===== src/phyvc_pkg.sv =====
package phyvc_pkg;
    localparam logic [4:0]  REG_NP_PARTNER = 5'h08;
    localparam logic [4:0]  REG_DIG_POWER  = 5'h10;
    localparam logic [4:0]  REG_AFE_CTRL   = 5'h11;
    localparam logic [4:0]  REG_SYM_ERR    = 5'h15;
    localparam logic [4:0]  REG_STRAP_OVR  = 5'h16;
    localparam logic [4:0]  REG_EXP_CTRL   = 5'h18;
    localparam int          BIT_TOGGLE     = 11;
    localparam int          BIT_PLL_AUTO   = 4;
    localparam int          BIT_SLOW_OSC   = 5;
    localparam int          BIT_FACTORY    = 15;
    localparam int          BIT_BCAST_OFF  = 9;
    localparam int          BIT_RO_RSVD    = 10;
    localparam int          BIT_ENERGY_DETECT_POWER_DOWN_DIS   = 11;
    localparam logic [15:0] RST_DIG_POWER  = 16'h0000;
    localparam logic [15:0] RST_AFE_CTRL   = 16'h0000;
    localparam logic [15:0] RST_STRAP_OVR  = 16'h0002;
    localparam logic [15:0] RST_EXP_CTRL   = 16'h0800;
    localparam logic [15:0] RST_SYM_ERR    = 16'h0000;
    localparam logic [5:0]  PREAMBLE_LEN   = 6'h20;
    localparam logic [3:0]  HDR_BITS       = 4'hD;
    localparam logic [1:0]  OP_READ        = 2'h2;
    localparam logic [1:0]  OP_WRITE       = 2'h1;
    localparam logic [1:0]  STRAP_WAIT     = 2'h3;

    typedef struct packed {
        logic        valid;
        logic        tx_toggle;
        logic [10:0] message;
    } phyvc_np_t;

    typedef enum logic [1:0] {
        S_PRE,
        S_HDR,
        S_TURN,
        S_DATA
    } phyvc_state_t;
endpackage


===== src/phyvc_regs.sv =====
`timescale 1ns/1ns
// Contract
// - Partner toggle reads 1 when our previous transmitted toggle was 0.
// - Partner message is an 11-bit read-only field reading zero after reset.
// - With PLL auto-shutdown set, the PLL is off during energy-detect sleep.
// - With PLL auto-shutdown clear (reset), the PLL keeps running.
// - Slow-oscillator enable swaps the reference input for the slow one.
// - While slow-oscillator enable is set the analog front end powers down.
// - A 16-bit symbol-error frame count clears on read and resets to zero.
// - Factory mode bit 1 selects factory test mode, 0 normal operation.
// - The factory mode bit loads the receive-error pin strap after reset.
// - Writing 0 to a latched factory mode bit leaves factory test mode.
// - Broadcast-disable bit makes address 0 non-broadcast; it resets to 0.
// - Energy-detect power-down works only while its disable bit is 0.
module phyvc_regs #(
    parameter logic [4:0] PHY_ADDR = 5'h03
) (
    // Clock and reset
    input  wire logic              SYS_CLK,
    input  wire logic              RST_N,
    // Management pins
    input  wire logic              MDC,
    input  wire logic              MDIO_IN,
    output logic                   MDIO_OUT,
    output logic                   MDIO_OE,
    // Strap pin
    input  wire logic              RX_ERR_STRAP,
    // Core events
    input  phyvc_pkg::phyvc_np_t   NP_RX,
    input  wire logic              SYM_ERR_FRAME,
    input  wire logic              NO_ENERGY,
    // Core controls
    output logic                   PLL_OFF,
    output logic                   SLOW_OSC_SEL,
    output logic                   AFE_POWER_DOWN,
    output logic                   FACTORY_TEST,
    output logic                   ENERGY_DETECT_POWER_DOWN_ENABLE
);

    // ------------------------------------------------------------
    // Pin synchronisers
    // ------------------------------------------------------------
    logic [2:0] mdc_s;
    logic [1:0] mdio_s;
    logic [1:0] strap_s;
    logic       mdc_rise;

    always_ff @(posedge SYS_CLK or negedge RST_N) begin
        if (!RST_N) begin
            mdc_s   <= 3'h0;
            mdio_s  <= 2'h0;
            strap_s <= 2'h0;
        end else begin
            mdc_s   <= {mdc_s[1:0], MDC};
            mdio_s  <= {mdio_s[0], MDIO_IN};
            strap_s <= {strap_s[0], RX_ERR_STRAP};
        end
    end

    assign mdc_rise = mdc_s[1] & ~mdc_s[2];

    // ------------------------------------------------------------
    // Registers
    // ------------------------------------------------------------
    logic        np_toggle;
    logic [10:0] np_message;
    logic [15:0] dig_power;
    logic [15:0] afe_ctrl;
    logic [15:0] strap_ovr;
    logic [15:0] exp_ctrl;
    logic [15:0] sym_err;
    logic [1:0]  strap_cnt;
    logic        wr_en;
    logic        rd_clr;
    logic [4:0]  reg_addr;
    logic [15:0] wr_data;

    function automatic logic [15:0] read_reg(input logic [4:0] a);
        case (a)
            phyvc_pkg::REG_NP_PARTNER:
                read_reg = {4'h0, np_toggle, np_message};
            phyvc_pkg::REG_DIG_POWER: read_reg = dig_power;
            phyvc_pkg::REG_AFE_CTRL:  read_reg = afe_ctrl;
            phyvc_pkg::REG_SYM_ERR:   read_reg = sym_err;
            phyvc_pkg::REG_STRAP_OVR: read_reg = strap_ovr;
            phyvc_pkg::REG_EXP_CTRL:  read_reg = exp_ctrl;
            default:                  read_reg = 16'h0000;
        endcase
    endfunction

    always_ff @(posedge SYS_CLK or negedge RST_N) begin
        if (!RST_N) begin
            np_toggle  <= 1'b0;
            np_message <= 11'h000;
        end else if (NP_RX.valid) begin
            np_toggle  <= ~NP_RX.tx_toggle;
            np_message <= NP_RX.message;
        end
    end

    always_ff @(posedge SYS_CLK or negedge RST_N) begin
        if (!RST_N) begin
            dig_power <= phyvc_pkg::RST_DIG_POWER;
            afe_ctrl  <= phyvc_pkg::RST_AFE_CTRL;
            exp_ctrl  <= phyvc_pkg::RST_EXP_CTRL;
        end else if (wr_en) begin
            if (reg_addr == phyvc_pkg::REG_DIG_POWER)
                dig_power <= wr_data;
            if (reg_addr == phyvc_pkg::REG_AFE_CTRL)
                afe_ctrl <= wr_data;
            if (reg_addr == phyvc_pkg::REG_EXP_CTRL)
                exp_ctrl <= wr_data;
        end
    end

    always_ff @(posedge SYS_CLK or negedge RST_N) begin
        if (!RST_N) begin
            strap_ovr <= phyvc_pkg::RST_STRAP_OVR;
            strap_cnt <= 2'h0;
        end else begin
            if (strap_cnt != phyvc_pkg::STRAP_WAIT)
                strap_cnt <= strap_cnt + 2'h1;
            if (strap_cnt == phyvc_pkg::STRAP_WAIT - 2'h1)
                strap_ovr[phyvc_pkg::BIT_FACTORY] <= strap_s[1];
            else if (wr_en && reg_addr == phyvc_pkg::REG_STRAP_OVR) begin
                strap_ovr <= wr_data;
                strap_ovr[phyvc_pkg::BIT_RO_RSVD] <= 1'b0;
            end
        end
    end

    always_ff @(posedge SYS_CLK or negedge RST_N) begin
        if (!RST_N)
            sym_err <= phyvc_pkg::RST_SYM_ERR;
        else if (rd_clr)
            sym_err <= {15'h0000, SYM_ERR_FRAME};
        else if (SYM_ERR_FRAME && sym_err != 16'hFFFF)
            sym_err <= sym_err + 16'h0001;
    end

    always_ff @(posedge SYS_CLK or negedge RST_N) begin
        if (!RST_N) begin
            PLL_OFF        <= 1'b0;
            SLOW_OSC_SEL   <= 1'b0;
            AFE_POWER_DOWN <= 1'b0;
            FACTORY_TEST   <= 1'b0;
            ENERGY_DETECT_POWER_DOWN_ENABLE    <= 1'b0;
        end else begin
            ENERGY_DETECT_POWER_DOWN_ENABLE    <= ~exp_ctrl[phyvc_pkg::BIT_ENERGY_DETECT_POWER_DOWN_DIS];
            PLL_OFF        <= ~exp_ctrl[phyvc_pkg::BIT_ENERGY_DETECT_POWER_DOWN_DIS] & NO_ENERGY
                & dig_power[phyvc_pkg::BIT_PLL_AUTO];
            SLOW_OSC_SEL   <= afe_ctrl[phyvc_pkg::BIT_SLOW_OSC];
            AFE_POWER_DOWN <= afe_ctrl[phyvc_pkg::BIT_SLOW_OSC];
            FACTORY_TEST   <= strap_ovr[phyvc_pkg::BIT_FACTORY];
        end
    end

    // ------------------------------------------------------------
    // Management frame engine
    // ------------------------------------------------------------
    phyvc_pkg::phyvc_state_t state;
    logic [5:0]  pre_cnt;
    logic [3:0]  cnt;
    logic [12:0] hdr;
    logic [15:0] shift;
    logic        is_read;
    logic        hit;
    logic [4:0]  frame_phy;

    assign frame_phy = hdr[9:5];
    assign hit = (frame_phy == PHY_ADDR) || (frame_phy == 5'h00
        && !strap_ovr[phyvc_pkg::BIT_BCAST_OFF]);

    always_ff @(posedge SYS_CLK or negedge RST_N) begin
        if (!RST_N) begin
            state    <= phyvc_pkg::S_PRE;
            pre_cnt  <= 6'h00;
            cnt      <= 4'h0;
            hdr      <= 13'h0000;
            shift    <= 16'h0000;
            is_read  <= 1'b0;
            reg_addr <= 5'h00;
            wr_data  <= 16'h0000;
            wr_en    <= 1'b0;
            rd_clr   <= 1'b0;
            MDIO_OUT <= 1'b0;
            MDIO_OE  <= 1'b0;
        end else begin
            wr_en  <= 1'b0;
            rd_clr <= 1'b0;
            if (mdc_rise) begin
                case (state)
                    phyvc_pkg::S_PRE: begin
                        if (mdio_s[1]) begin
                            if (pre_cnt != phyvc_pkg::PREAMBLE_LEN)
                                pre_cnt <= pre_cnt + 6'h01;
                        end else begin
                            if (pre_cnt == phyvc_pkg::PREAMBLE_LEN) begin
                                state <= phyvc_pkg::S_HDR;
                                cnt   <= 4'h0;
                            end
                            pre_cnt <= 6'h00;
                        end
                    end
                    phyvc_pkg::S_HDR: begin
                        hdr <= {hdr[11:0], mdio_s[1]};
                        cnt <= cnt + 4'h1;
                        if (cnt == phyvc_pkg::HDR_BITS - 4'h1) begin
                            state <= phyvc_pkg::S_TURN;
                            cnt   <= 4'h0;
                        end
                    end
                    phyvc_pkg::S_TURN: begin
                        cnt <= 4'h1;
                        if (cnt == 4'h0) begin
                            is_read  <= hit && hdr[11:10] == phyvc_pkg::OP_READ
                                && hdr[12];
                            reg_addr <= hdr[4:0];
                            shift    <= read_reg(hdr[4:0]);
                            if (hit && hdr[12]
                                && hdr[11:10] == phyvc_pkg::OP_READ) begin
                                MDIO_OE <= 1'b1;
                                rd_clr  <= hdr[4:0] == phyvc_pkg::REG_SYM_ERR;
                            end else if (!(hit && hdr[12] && hdr[11:10]
                                == phyvc_pkg::OP_WRITE))
                                state <= phyvc_pkg::S_PRE;
                        end else begin
                            state    <= phyvc_pkg::S_DATA;
                            cnt      <= 4'h0;
                            MDIO_OUT <= shift[15];
                            shift    <= {shift[14:0], 1'b0};
                        end
                    end
                    phyvc_pkg::S_DATA: begin
                        cnt      <= cnt + 4'h1;
                        MDIO_OUT <= shift[15];
                        shift    <= {shift[14:0], mdio_s[1]};
                        if (cnt == 4'hF) begin
                            state    <= phyvc_pkg::S_PRE;
                            MDIO_OE  <= 1'b0;
                            MDIO_OUT <= 1'b0;
                            wr_data  <= {shift[14:0], mdio_s[1]};
                            wr_en    <= !is_read;
                        end
                    end
                    default: state <= phyvc_pkg::S_PRE;
                endcase
            end
        end
    end
endmodule


===== config.mk =====
export PLATFORM = sky130hd
export DESIGN_NAME = phyvc_regs
export DESIGN_NICKNAME = d
export VERILOG_FILES = /design/src/phyvc_pkg.sv /design/src/phyvc_regs.sv
export SDC_FILE = /design/constraint.sdc
export NUM_CORES = 1
export LEC_CHECK = 0
export BUFFER_PORTS_ARGS = -buffer_cell sky130_fd_sc_hd__buf_2
export CAP_MARGIN = 30
export CORE_AREA = 2 2 117 119
export CTS_BUF_LIST = sky130_fd_sc_hd__clkbuf_16
export CTS_CLUSTER_SIZE = 10
export DETAILED_ROUTE_END_ITERATION = 6
export DIE_AREA = 0 0 119 121
export GPL_TIMING_DRIVEN = 0
export PLACE_DENSITY = 0.87
export SLEW_MARGIN = 20
export SYNTH_ARGS = -nofsm -noshare
export SYNTH_HDL_FRONTEND = slang
export SYNTH_SLANG_ARGS = --single-unit

===== constraint.sdc =====
create_clock -name SYS_CLK -period 2.87 [get_ports SYS_CLK]
set_clock_uncertainty 0.15 [all_clocks]
set_input_delay 0.4305 -clock SYS_CLK [delete_from_list [all_inputs] [get_ports SYS_CLK]]
set_output_delay 0.4305 -clock SYS_CLK [all_outputs]
set_load 0.005 [all_outputs]

After elaboration in Yosys (flattened, before gate mapping)
Cells that the tools add are included.

Mux-type cells: 36. Reduce and logical (&&, ||, !) cells: 30. Add/sub/neg operators: 4. Bitwise operators: 7. Equal/unequal tests: 33.

Operators by type and width (number): 16-bit case mux with 6 select lines (1); 16-bit 2-to-1 mux (4); 5-bit == test, second input constant (9); 16-bit case mux with 2 select lines (1); 16-bit by 1-bit adder with 16-bit output, second input constant (1); 16-bit != test, second input constant (1); 2-bit != test, second input constant (8); 4-bit case mux with 4 select lines (1); 3-bit AND reduction (5); 1-bit 2-to-1 mux (14); 2-bit 2-to-1 mux (7); 4-bit 2-to-1 mux (3); 6-bit 2-to-1 mux (2); 2-bit AND reduction (6); 2-bit == test, second input constant (4); 4-bit == test, second input constant (2); 1-bit logical AND (8); 2-bit case mux with 4 select lines (1); 7-bit AND reduction (1); 6-bit by 1-bit adder with 6-bit output, second input constant (1); 6-bit == test, second input constant (1); 3-bit != test, second input constant (2); 6-bit != test, second input constant (1); 2-bit nonzero test (3); 15 further kinds (23).

Word-level logic and storage cells: 138. Output and inout port bits: 7. Register bits: 171. Input port bits: 20.

Longest topological paths before layout
Gate-level depths: netlist (run 1).

Depth in word-level cells: 9. Mapped depth: 9. Depth with buffers taken out: 7.

Worst setup path before layout (run 1)
Ideal clock, no wire load.

Path type: reg2reg. From: register cnt[0]. To: register shift[9]. Buffers on the path: 1. Data arrival time: 1.805 ns. Slack: 0.794 ns. Data required time: 2.599 ns. Setup time: 0.121 ns. Stages on the path, launching flop included: 8. Cells stage by stage: dfrtp_1 -> inv_1 -> ha_1 -> or3b_2 -> a21oi_4 -> buf_2 -> nand4_1 -> a22o_1.

Word-level cells in the longest chain between the ends: 3.

RTL lines: start, declared (line phyvc_regs.sv:163) `logic [3:0] cnt;`; start signal, assigned (line phyvc_regs.sv:207) `cnt <= cnt + 4'h1;`; start signal, assigned (line phyvc_regs.sv:235) `cnt <= cnt + 4'h1;`; 4-bit logical NOT (line phyvc_regs.sv:215) `if (cnt == 4'h0) begin`; 16-bit 2-to-1 mux (line phyvc_regs.sv:215); 16-bit case mux with 2 select lines (line phyvc_regs.sv:192) `case (state)`; end signal, assigned (line phyvc_regs.sv:219) `shift <= read_reg(hdr[4:0]);`; end signal, assigned (line phyvc_regs.sv:231) `shift <= {shift[14:0], 1'b0};`; end signal, assigned (line phyvc_regs.sv:237) `shift <= {shift[14:0], mdio_s[1]};`; end, declared (line phyvc_regs.sv:165) `logic [15:0] shift;`.

Every way passes these cells. A chain may end at the register's enable or synchronous reset.

Worst setup path after layout (run 1)
From: register reg_addr[0]. To: register strap_ovr[4].

Word-level cells in the longest chain between the ends: 3.

RTL lines: start, declared (line phyvc_regs.sv:75) `logic [4:0] reg_addr;`; start signal, assigned (line phyvc_regs.sv:218) `reg_addr <= hdr[4:0];`; 5-bit == test (line phyvc_regs.sv:125) `else if (wr_en && reg_addr == phyvc_pkg::REG_STRAP_OVR) begin`; 1-bit logical AND (line phyvc_regs.sv:125); 2-bit AND reduction (no line); end signal, assigned (line phyvc_regs.sv:118) `strap_ovr <= phyvc_pkg::RST_STRAP_OVR;`; end signal, assigned by index (line phyvc_regs.sv:124) `strap_ovr[phyvc_pkg::BIT_FACTORY] <= strap_s[1];`; end signal, assigned (line phyvc_regs.sv:126) `strap_ovr <= wr_data;`; end, declared (line phyvc_regs.sv:69) `logic [15:0] strap_ovr;`.

Every way passes these cells.

==> results of run 1 <==
[sequential cells by signal (all words and copies together), names as in the netlist, 2 cells and up]
signal,flops
np_message,11
hdr,13
strap_ovr,15
pre_cnt,6
mdc_s,3
dig_power,16
exp_ctrl,16
strap_s,2
afe_ctrl,16
reg_addr,5
cnt,4
sym_err,16
state,2
strap_cnt,2
mdio_s,2
wr_data,16
shift,16
[how the worst min path moves through the flow]
| stage | startpoint | cells after the start | slack [ns] | endpoint |
|---|---|---|---|---|
| after floorplan | RST_N | 0 | -0.02 | AFE_POWER_DOWN$_DFF_PN0_ |
| after global placement | mdc_s[0]$_DFF_PN0_ | 0 | 0.18 | mdc_s[1]$_DFF_PN0_ |
| after detailed placement | strap_s[0]$_DFF_PN0_ | 0 | 0.19 | strap_s[1]$_DFF_PN0_ |
| after CTS | NP_RX[11] | 2 | 0.02 | np_toggle$_DFFE_PN0P_ |
| after global routing | NP_RX[11] | 2 | 0.03 | np_toggle$_DFFE_PN0P_ |
| final | NP_RX[11] | 2 | 0.03 | np_toggle$_DFFE_PN0P_ |
[kinds of logic (layout without fill, tap and decap cells)]
family | after synthesis | in the layout
multiplexers | 108 | 108
XOR/XNOR | 15 | 15
flip-flops | 171 | 171
adder cells (fa/ha/maj) | 7 | 7
buffers and inverters | 41 | 104
AND/OR/NAND/NOR | 192 | 192
AO/OA/AOI/OAI | 100 | 100
[layer usage]
layer  GRT usage  routed length (µm)  vias up  share of wire
li1            -                   -     2416              -
met1      0.3380                7211     2841           0.40
met2      0.4515                9140      251           0.51
met3     0.05686                1117       43          0.062
met4      0.1027                 482        0          0.027
met5           0                   0        -              0
[worst max-delay path: cells and delay by family, from the launching register on]
family        cells  cell delay [ns]
buf+inv           1             0.43
simple gates      3             1.13
flops             1             0.42
mux               1             0.39
[power by group through the flow]
stage / sequential, mW / clock [mW] / combinational, mW
after floorplan: 2.59 / 0 / 0.143
after global placement: 2.62 / 0 / 0.216
after detailed placement: 2.63 / 0 / 0.238
after CTS: 2.59 / 2.15 / 0.246
after global routing: 2.60 / 2.25 / 0.279
final: 2.59 / 2.14 / 0.245
[cell usage in the layout (no fill, tap or decap), drive strengths merged, types with 14 or more instances in the layout]
master | netlist | layout
a22oi | 18 | 18
a22o | 14 | 14
dfrtp | 169 | 169
nand2 | 52 | 52
nor2 | 50 | 50
and3 | 15 | 15
inv | 11 | 14
buf | 18 | 45
o21ai | 14 | 14
clkbuf | 12 | 29
mux2 | 102 | 102
[layout make-up]
| class | count | area share |
|---|---|---|
| Inverter | 11 | 0.004769 |
| Tap cell | 176 | 0.02543 |
| Timing Repair Buffer | 31 | 0.02399 |
| Clock inverter | 15 | 0.01344 |
| Clock buffer | 17 | 0.04913 |
| Multi-Input combinational cell | 422 | 0.3702 |
| Buffer | 30 | 0.01850 |
| Sequential cell | 171 | 0.4945 |
[through the flow]
step | area (µm²) | util | setup slack, ns | hold slack (ns) | TNS [ns]
after floorplan | 7689 | - | 0.7940 | -0.01509 | 0
after global placement | 8039 | 0.6144 | -1.178 | 0.1846 | -197.45
after detailed placement | 8077 | 0.6172 | 0.2805 | 0.1855 | 0
after CTS | 8658 | 0.6617 | 0.2591 | 0.01826 | 0
after global routing | 8658 | 0.6617 | 0.1493 | 0.03102 | 0
final | 8658 | 0.6617 | 0.2090 | 0.02535 | 0
[repair_timing]
item,CTS,global route
gates resized for setup,0,0
hold buffers,4,0
hold endpoints to repair,93,0
==> results.yml, run 1 <==
power_and_ir_drop:
  swShare: 0.2270
  power_density_mw_per_mm2: 574.4
  pwr-share-comb: 0.049
  power.switching_mw: 1.129
  seq_power_share: 0.520
  p_leak_nw: 4.227
  vdd.ir_drop.worst_mv: 0.6072
  intPower_mw: 3.844
  clockPowerShare: 0.430
  power.total_mw: 4.973
logic_synthesis:
  synth_top_cell_by_area: "dfrtp_1"
  synth_adder_area_share: 0.01139
  synth_common_cells: "dfrtp_1, mux2_2, nand2_1"
  synth_top_family_by_area: "multiplexers"
  synth_fp_nets: 661
  synth-compound-area-share: 0.09780
  netlist_area_mm2: 0.007689
  synth_area_leaders: "dfrtp_1, mux2_2, nand2_1"
  synthCells: 634
  synth_top_area_share: 0.5500
  synth_seq_cells: 171
  yosysSeqAreaShare: 0.5569
  synth_edf_count: 0
  synth_flop_cell: "dfrtp_1"
  synth.area.mux_share: 0.1572
  synth_cell_type_count: 64
  synth-xor-area-share: 0.01709
  synth_most_common_cell: "dfrtp_1"
  syn_avg_cell_area_um2: 12.13
  yosysWarnings: 0
  synthSimpleGateAreaFrac: 0.1334
  async_flop_share: 1.000
drt:
  avgViaCountPerCell: 6.359
  first_pass_iters: 5
  drt_iter0_drc: 556
  wl_per_cell_um: 20.56
  drt-total-wl_um: 17950
  ant_nets: 0
  vias: 5551
  drc: 0
setup_path:
  r2r-end: "strap_ovr[4]$_DFFE_PN0P_"
  arrival_ns: 2.82
  path_class: "register to register"
  slowest_stage: "nor2_1"
  critical_path.max_fanout: 10
  reg2reg_from: "reg_addr[0]$_DFFE_PN0P_"
  reg2reg_slack_ns: 0.21
  critPathMaxStageDelay_ns: 0.58
  cp-endpoint: "strap_ovr[4]$_DFFE_PN0P_"
  reg2reg_depth: 5
  cp-start-kind: "register"
  crit_start: "reg_addr[0]$_DFFE_PN0P_"
  crit_path_end_kind: "register"
  required_ns: 3.03
  path_cells: "nor4bb_1, nand3_1, nor2_1, buf_2, mux2_2"
clock_network:
  insertion_delay_ns: 0.43
  cts_tree: "built"
  clk_path_buf_depth: 2
  cts-root-buf: "clkbuf_16"
  post_cts_buffers: 0
  cts.htree.levels: 4
  cts.clk_slew.worst_paths_ns: 0.07
  clock_sinks: 171
  numCtsBuffers: 17
placement:
  portBuffers: 26
  detailed_place_hpwl_um: 11900
  gp_congestion: 0.8947
  place_inst: 837
grt:
  grt_pass1_wl_um: 29480
  grt_pass1_vias: 5798
  grtUsageTotal: 0.2665
  grt_overflow_total: 0
  grt_max_degree: 93
  antenna_found_initial: 0
final_layout:
  stdcell_count: 873
  fillers: 894
  nets: 711
  area_growth_pct: 12.61
  layout-drive-gt1-share: 0.2755
  multi_input_area_mm2: 0.003206
  seq_area_mm2: 0.004282
  antenna_cells: 0
sta:
  relSlewSlack: 0.3768
  rsz0062_at_grt: "no"
  worstMarginPinSlew_ns: 0.9348
  finalCritPeriodShare: 0.9272
  finalSetupViolations: 0
  maxSlewViolCount: 0
  period_needed_ns: 2.661
  hold_viol_final: 0
  fmax_mhz: 375.8
floorplan:
  num_io_pins: 27
  num_rows: 42
  die_h_um: 121
  die-area_mm2: 0.01440
  die_w_um: 119
  core_area_mm2: 0.01309
  start_util: 0.5876
run_status:
  status: "finished, final reports clean"
hold_path:
  hold_path_class: "primary input to register"
run:
  cap_violations: 0
No activity file was read; power rests on OpenSTA's default activity.
==> run 2, diff against run 1 <==
- BUFFER_PORTS_ARGS: -buffer_cell sky130_fd_sc_hd__buf_2 -> -buffer_cell sky130_fd_sc_hd__buf_4
==> results.yml, run 2 (synthesis results as in run 1) <==
run_status:
  status: "finished, final reports clean"
final_layout:
  layout-drive-gt1-share: 0.2769
  antenna_cells: 0
  multi_input_area_mm2: 0.003206
  seq_area_mm2: 0.004282
  nets: 711
  area_growth_pct: 13.44
  final_cell_mix: "dfrtp_1, mux2_2, nand2_1, nor2_1, buf_4"
  final_common_cell: "dfrtp_1"
  final_core_util: 0.6666
  fillers: 955
grt:
  grtUsageTotal: 0.2637
  grt_max_degree: 100
  antenna_found_initial: 0
  grt_pass1_vias: 5605
  grt_overflow_total: 0
  grt_pass1_wl_um: 29170
setup_path:
  arrival_ns: 2.73
  reg2reg_depth: 5
  reg2reg_slack_ns: 0.29
  required_ns: 3.03
  reg2reg_from: "reg_addr[0]$_DFFE_PN0P_"
  critical_path.max_fanout: 10
  cp-start-kind: "register"
  r2r-end: "strap_ovr[3]$_DFFE_PN0P_"
  path_class: "register to register"
  crit_path_end_kind: "register"
floorplan:
  die_w_um: 119
  die_h_um: 121
  start_util: 0.5876
  num_rows: 42
  core_area_mm2: 0.01309
  num_io_pins: 27
  die-area_mm2: 0.01440
clock_network:
  numCtsBuffers: 17
  cts.clk_slew.worst_paths_ns: 0.07
  cts_tree: "built"
  insertion_delay_ns: 0.43
  clk_path_buf_depth: 2
  cts-root-buf: "clkbuf_16"
  cts.htree.levels: 4
  clock_sinks: 171
sta:
  fin_setup_tns_ns: 0
  finalSetupViolations: 0
  hold_viol_final: 0
  maxSlewViolCount: 0
  relSlewSlack: 0.4186
  rsz0062_at_grt: "no"
  fmax_mhz: 388.2
  worstMarginPinSlew_ns: 0.8721
  period_needed_ns: 2.576
  finalCritPeriodShare: 0.8975
drt:
  drt_iter0_drc: 437
  vias: 5460
  first_pass_iters: 5
  ant_nets: 0
  avgViaCountPerCell: 6.254
  drc: 0
  wl_per_cell_um: 20.34
  drt-total-wl_um: 17750
run:
  cap_violations: 0
power_and_ir_drop:
  power.total_mw: 4.990
  power_density_mw_per_mm2: 572.1
  p_leak_nw: 4.243
  vdd.ir_drop.worst_mv: 0.4373
hold_path:
  hold_depth: 2
  hold-path-endpoint: "np_toggle$_DFFE_PN0P_"
  hold_path_class: "primary input to register"
  hold_start: "NP_RX[11]"
placement:
  portBuffers: 26
  gp_congestion: 0.9101
  detailed_place_hpwl_um: 11830
==> run 2: through the flow <==
step	cell area, µm²	std cells	hold slack [ns]	worst slack [ns]
finish	8722	873	0.02609	0.2941
global route	8722	873	0.02574	0.2337
CTS	8722	873	0.02257	0.3187
detailed placement	8139	837	0.1864	0.3514
global placement	8104	836	0.1840	0.3685
floorplan	7689	634	-0.01509	0.7940
==> run 2: metal layers <==
layer	track usage	vias up	wire length, µm
met3	0.06344	39	1052
met1	0.3379	2787	7297
li1	-	2421	-
met5	0	-	0
met2	0.4343	213	8846
met4	0.1086	0	558
==> run 2: cell type report <==
cell class                      instances  area share
Inverter                               11    0.004734
Clock buffer                           17     0.04877
Tap cell                              176     0.02525
Timing Repair Buffer                   31     0.03099
Multi-Input combinational cell        422      0.3675
Buffer                                 30     0.01836
Sequential cell                       171      0.4909
Clock inverter                         15     0.01348
==> run 2: power by group <==
part	switching, mW	leakage, nW	internal (mW)
sequential	0.101	2.30	2.49
combinational	0.138	1.67	0.113
clock	0.899	0.274	1.25
==> run 2: how the worst max path moves through the flow <==
stage / cells after the start / start / slack, ns / end
CTS: 5 / reg_addr[0]$_DFFE_PN0P_ / 0.32 / strap_ovr[7]$_DFFE_PN0P_
global route: 7 / hdr[4]$_DFFE_PN0P_ / 0.23 / shift[5]$_DFFE_PN0P_
finish: 5 / reg_addr[0]$_DFFE_PN0P_ / 0.29 / strap_ovr[3]$_DFFE_PN0P_
detailed placement: 5 / reg_addr[0]$_DFFE_PN0P_ / 0.35 / strap_ovr[3]$_DFFE_PN0P_
floorplan: 7 / cnt[0]$_DFFE_PN0P_ / 0.79 / shift[9]$_DFFE_PN0P_
global placement: 1 / RST_N / 0.37 / hdr[12]$_DFFE_PN0P_
==> run 2: timing repair <==
item | in CTS | in global routing
resized for setup | 0 | 0
setup buffers | 0 | 0
endpoints found under the setup margin | 0 | 0
hold buffers | 4 | 0
hold endpoints to repair | 74 | 0
==> run 2: worst max-delay path: stages, from the launching register on <==
cell and delay, ns:
dfrtp_1 0.41, nor4bb_1 0.30, nand3_1 0.17, nor2_1 0.59
buf_2 0.44, mux2_2 0.38
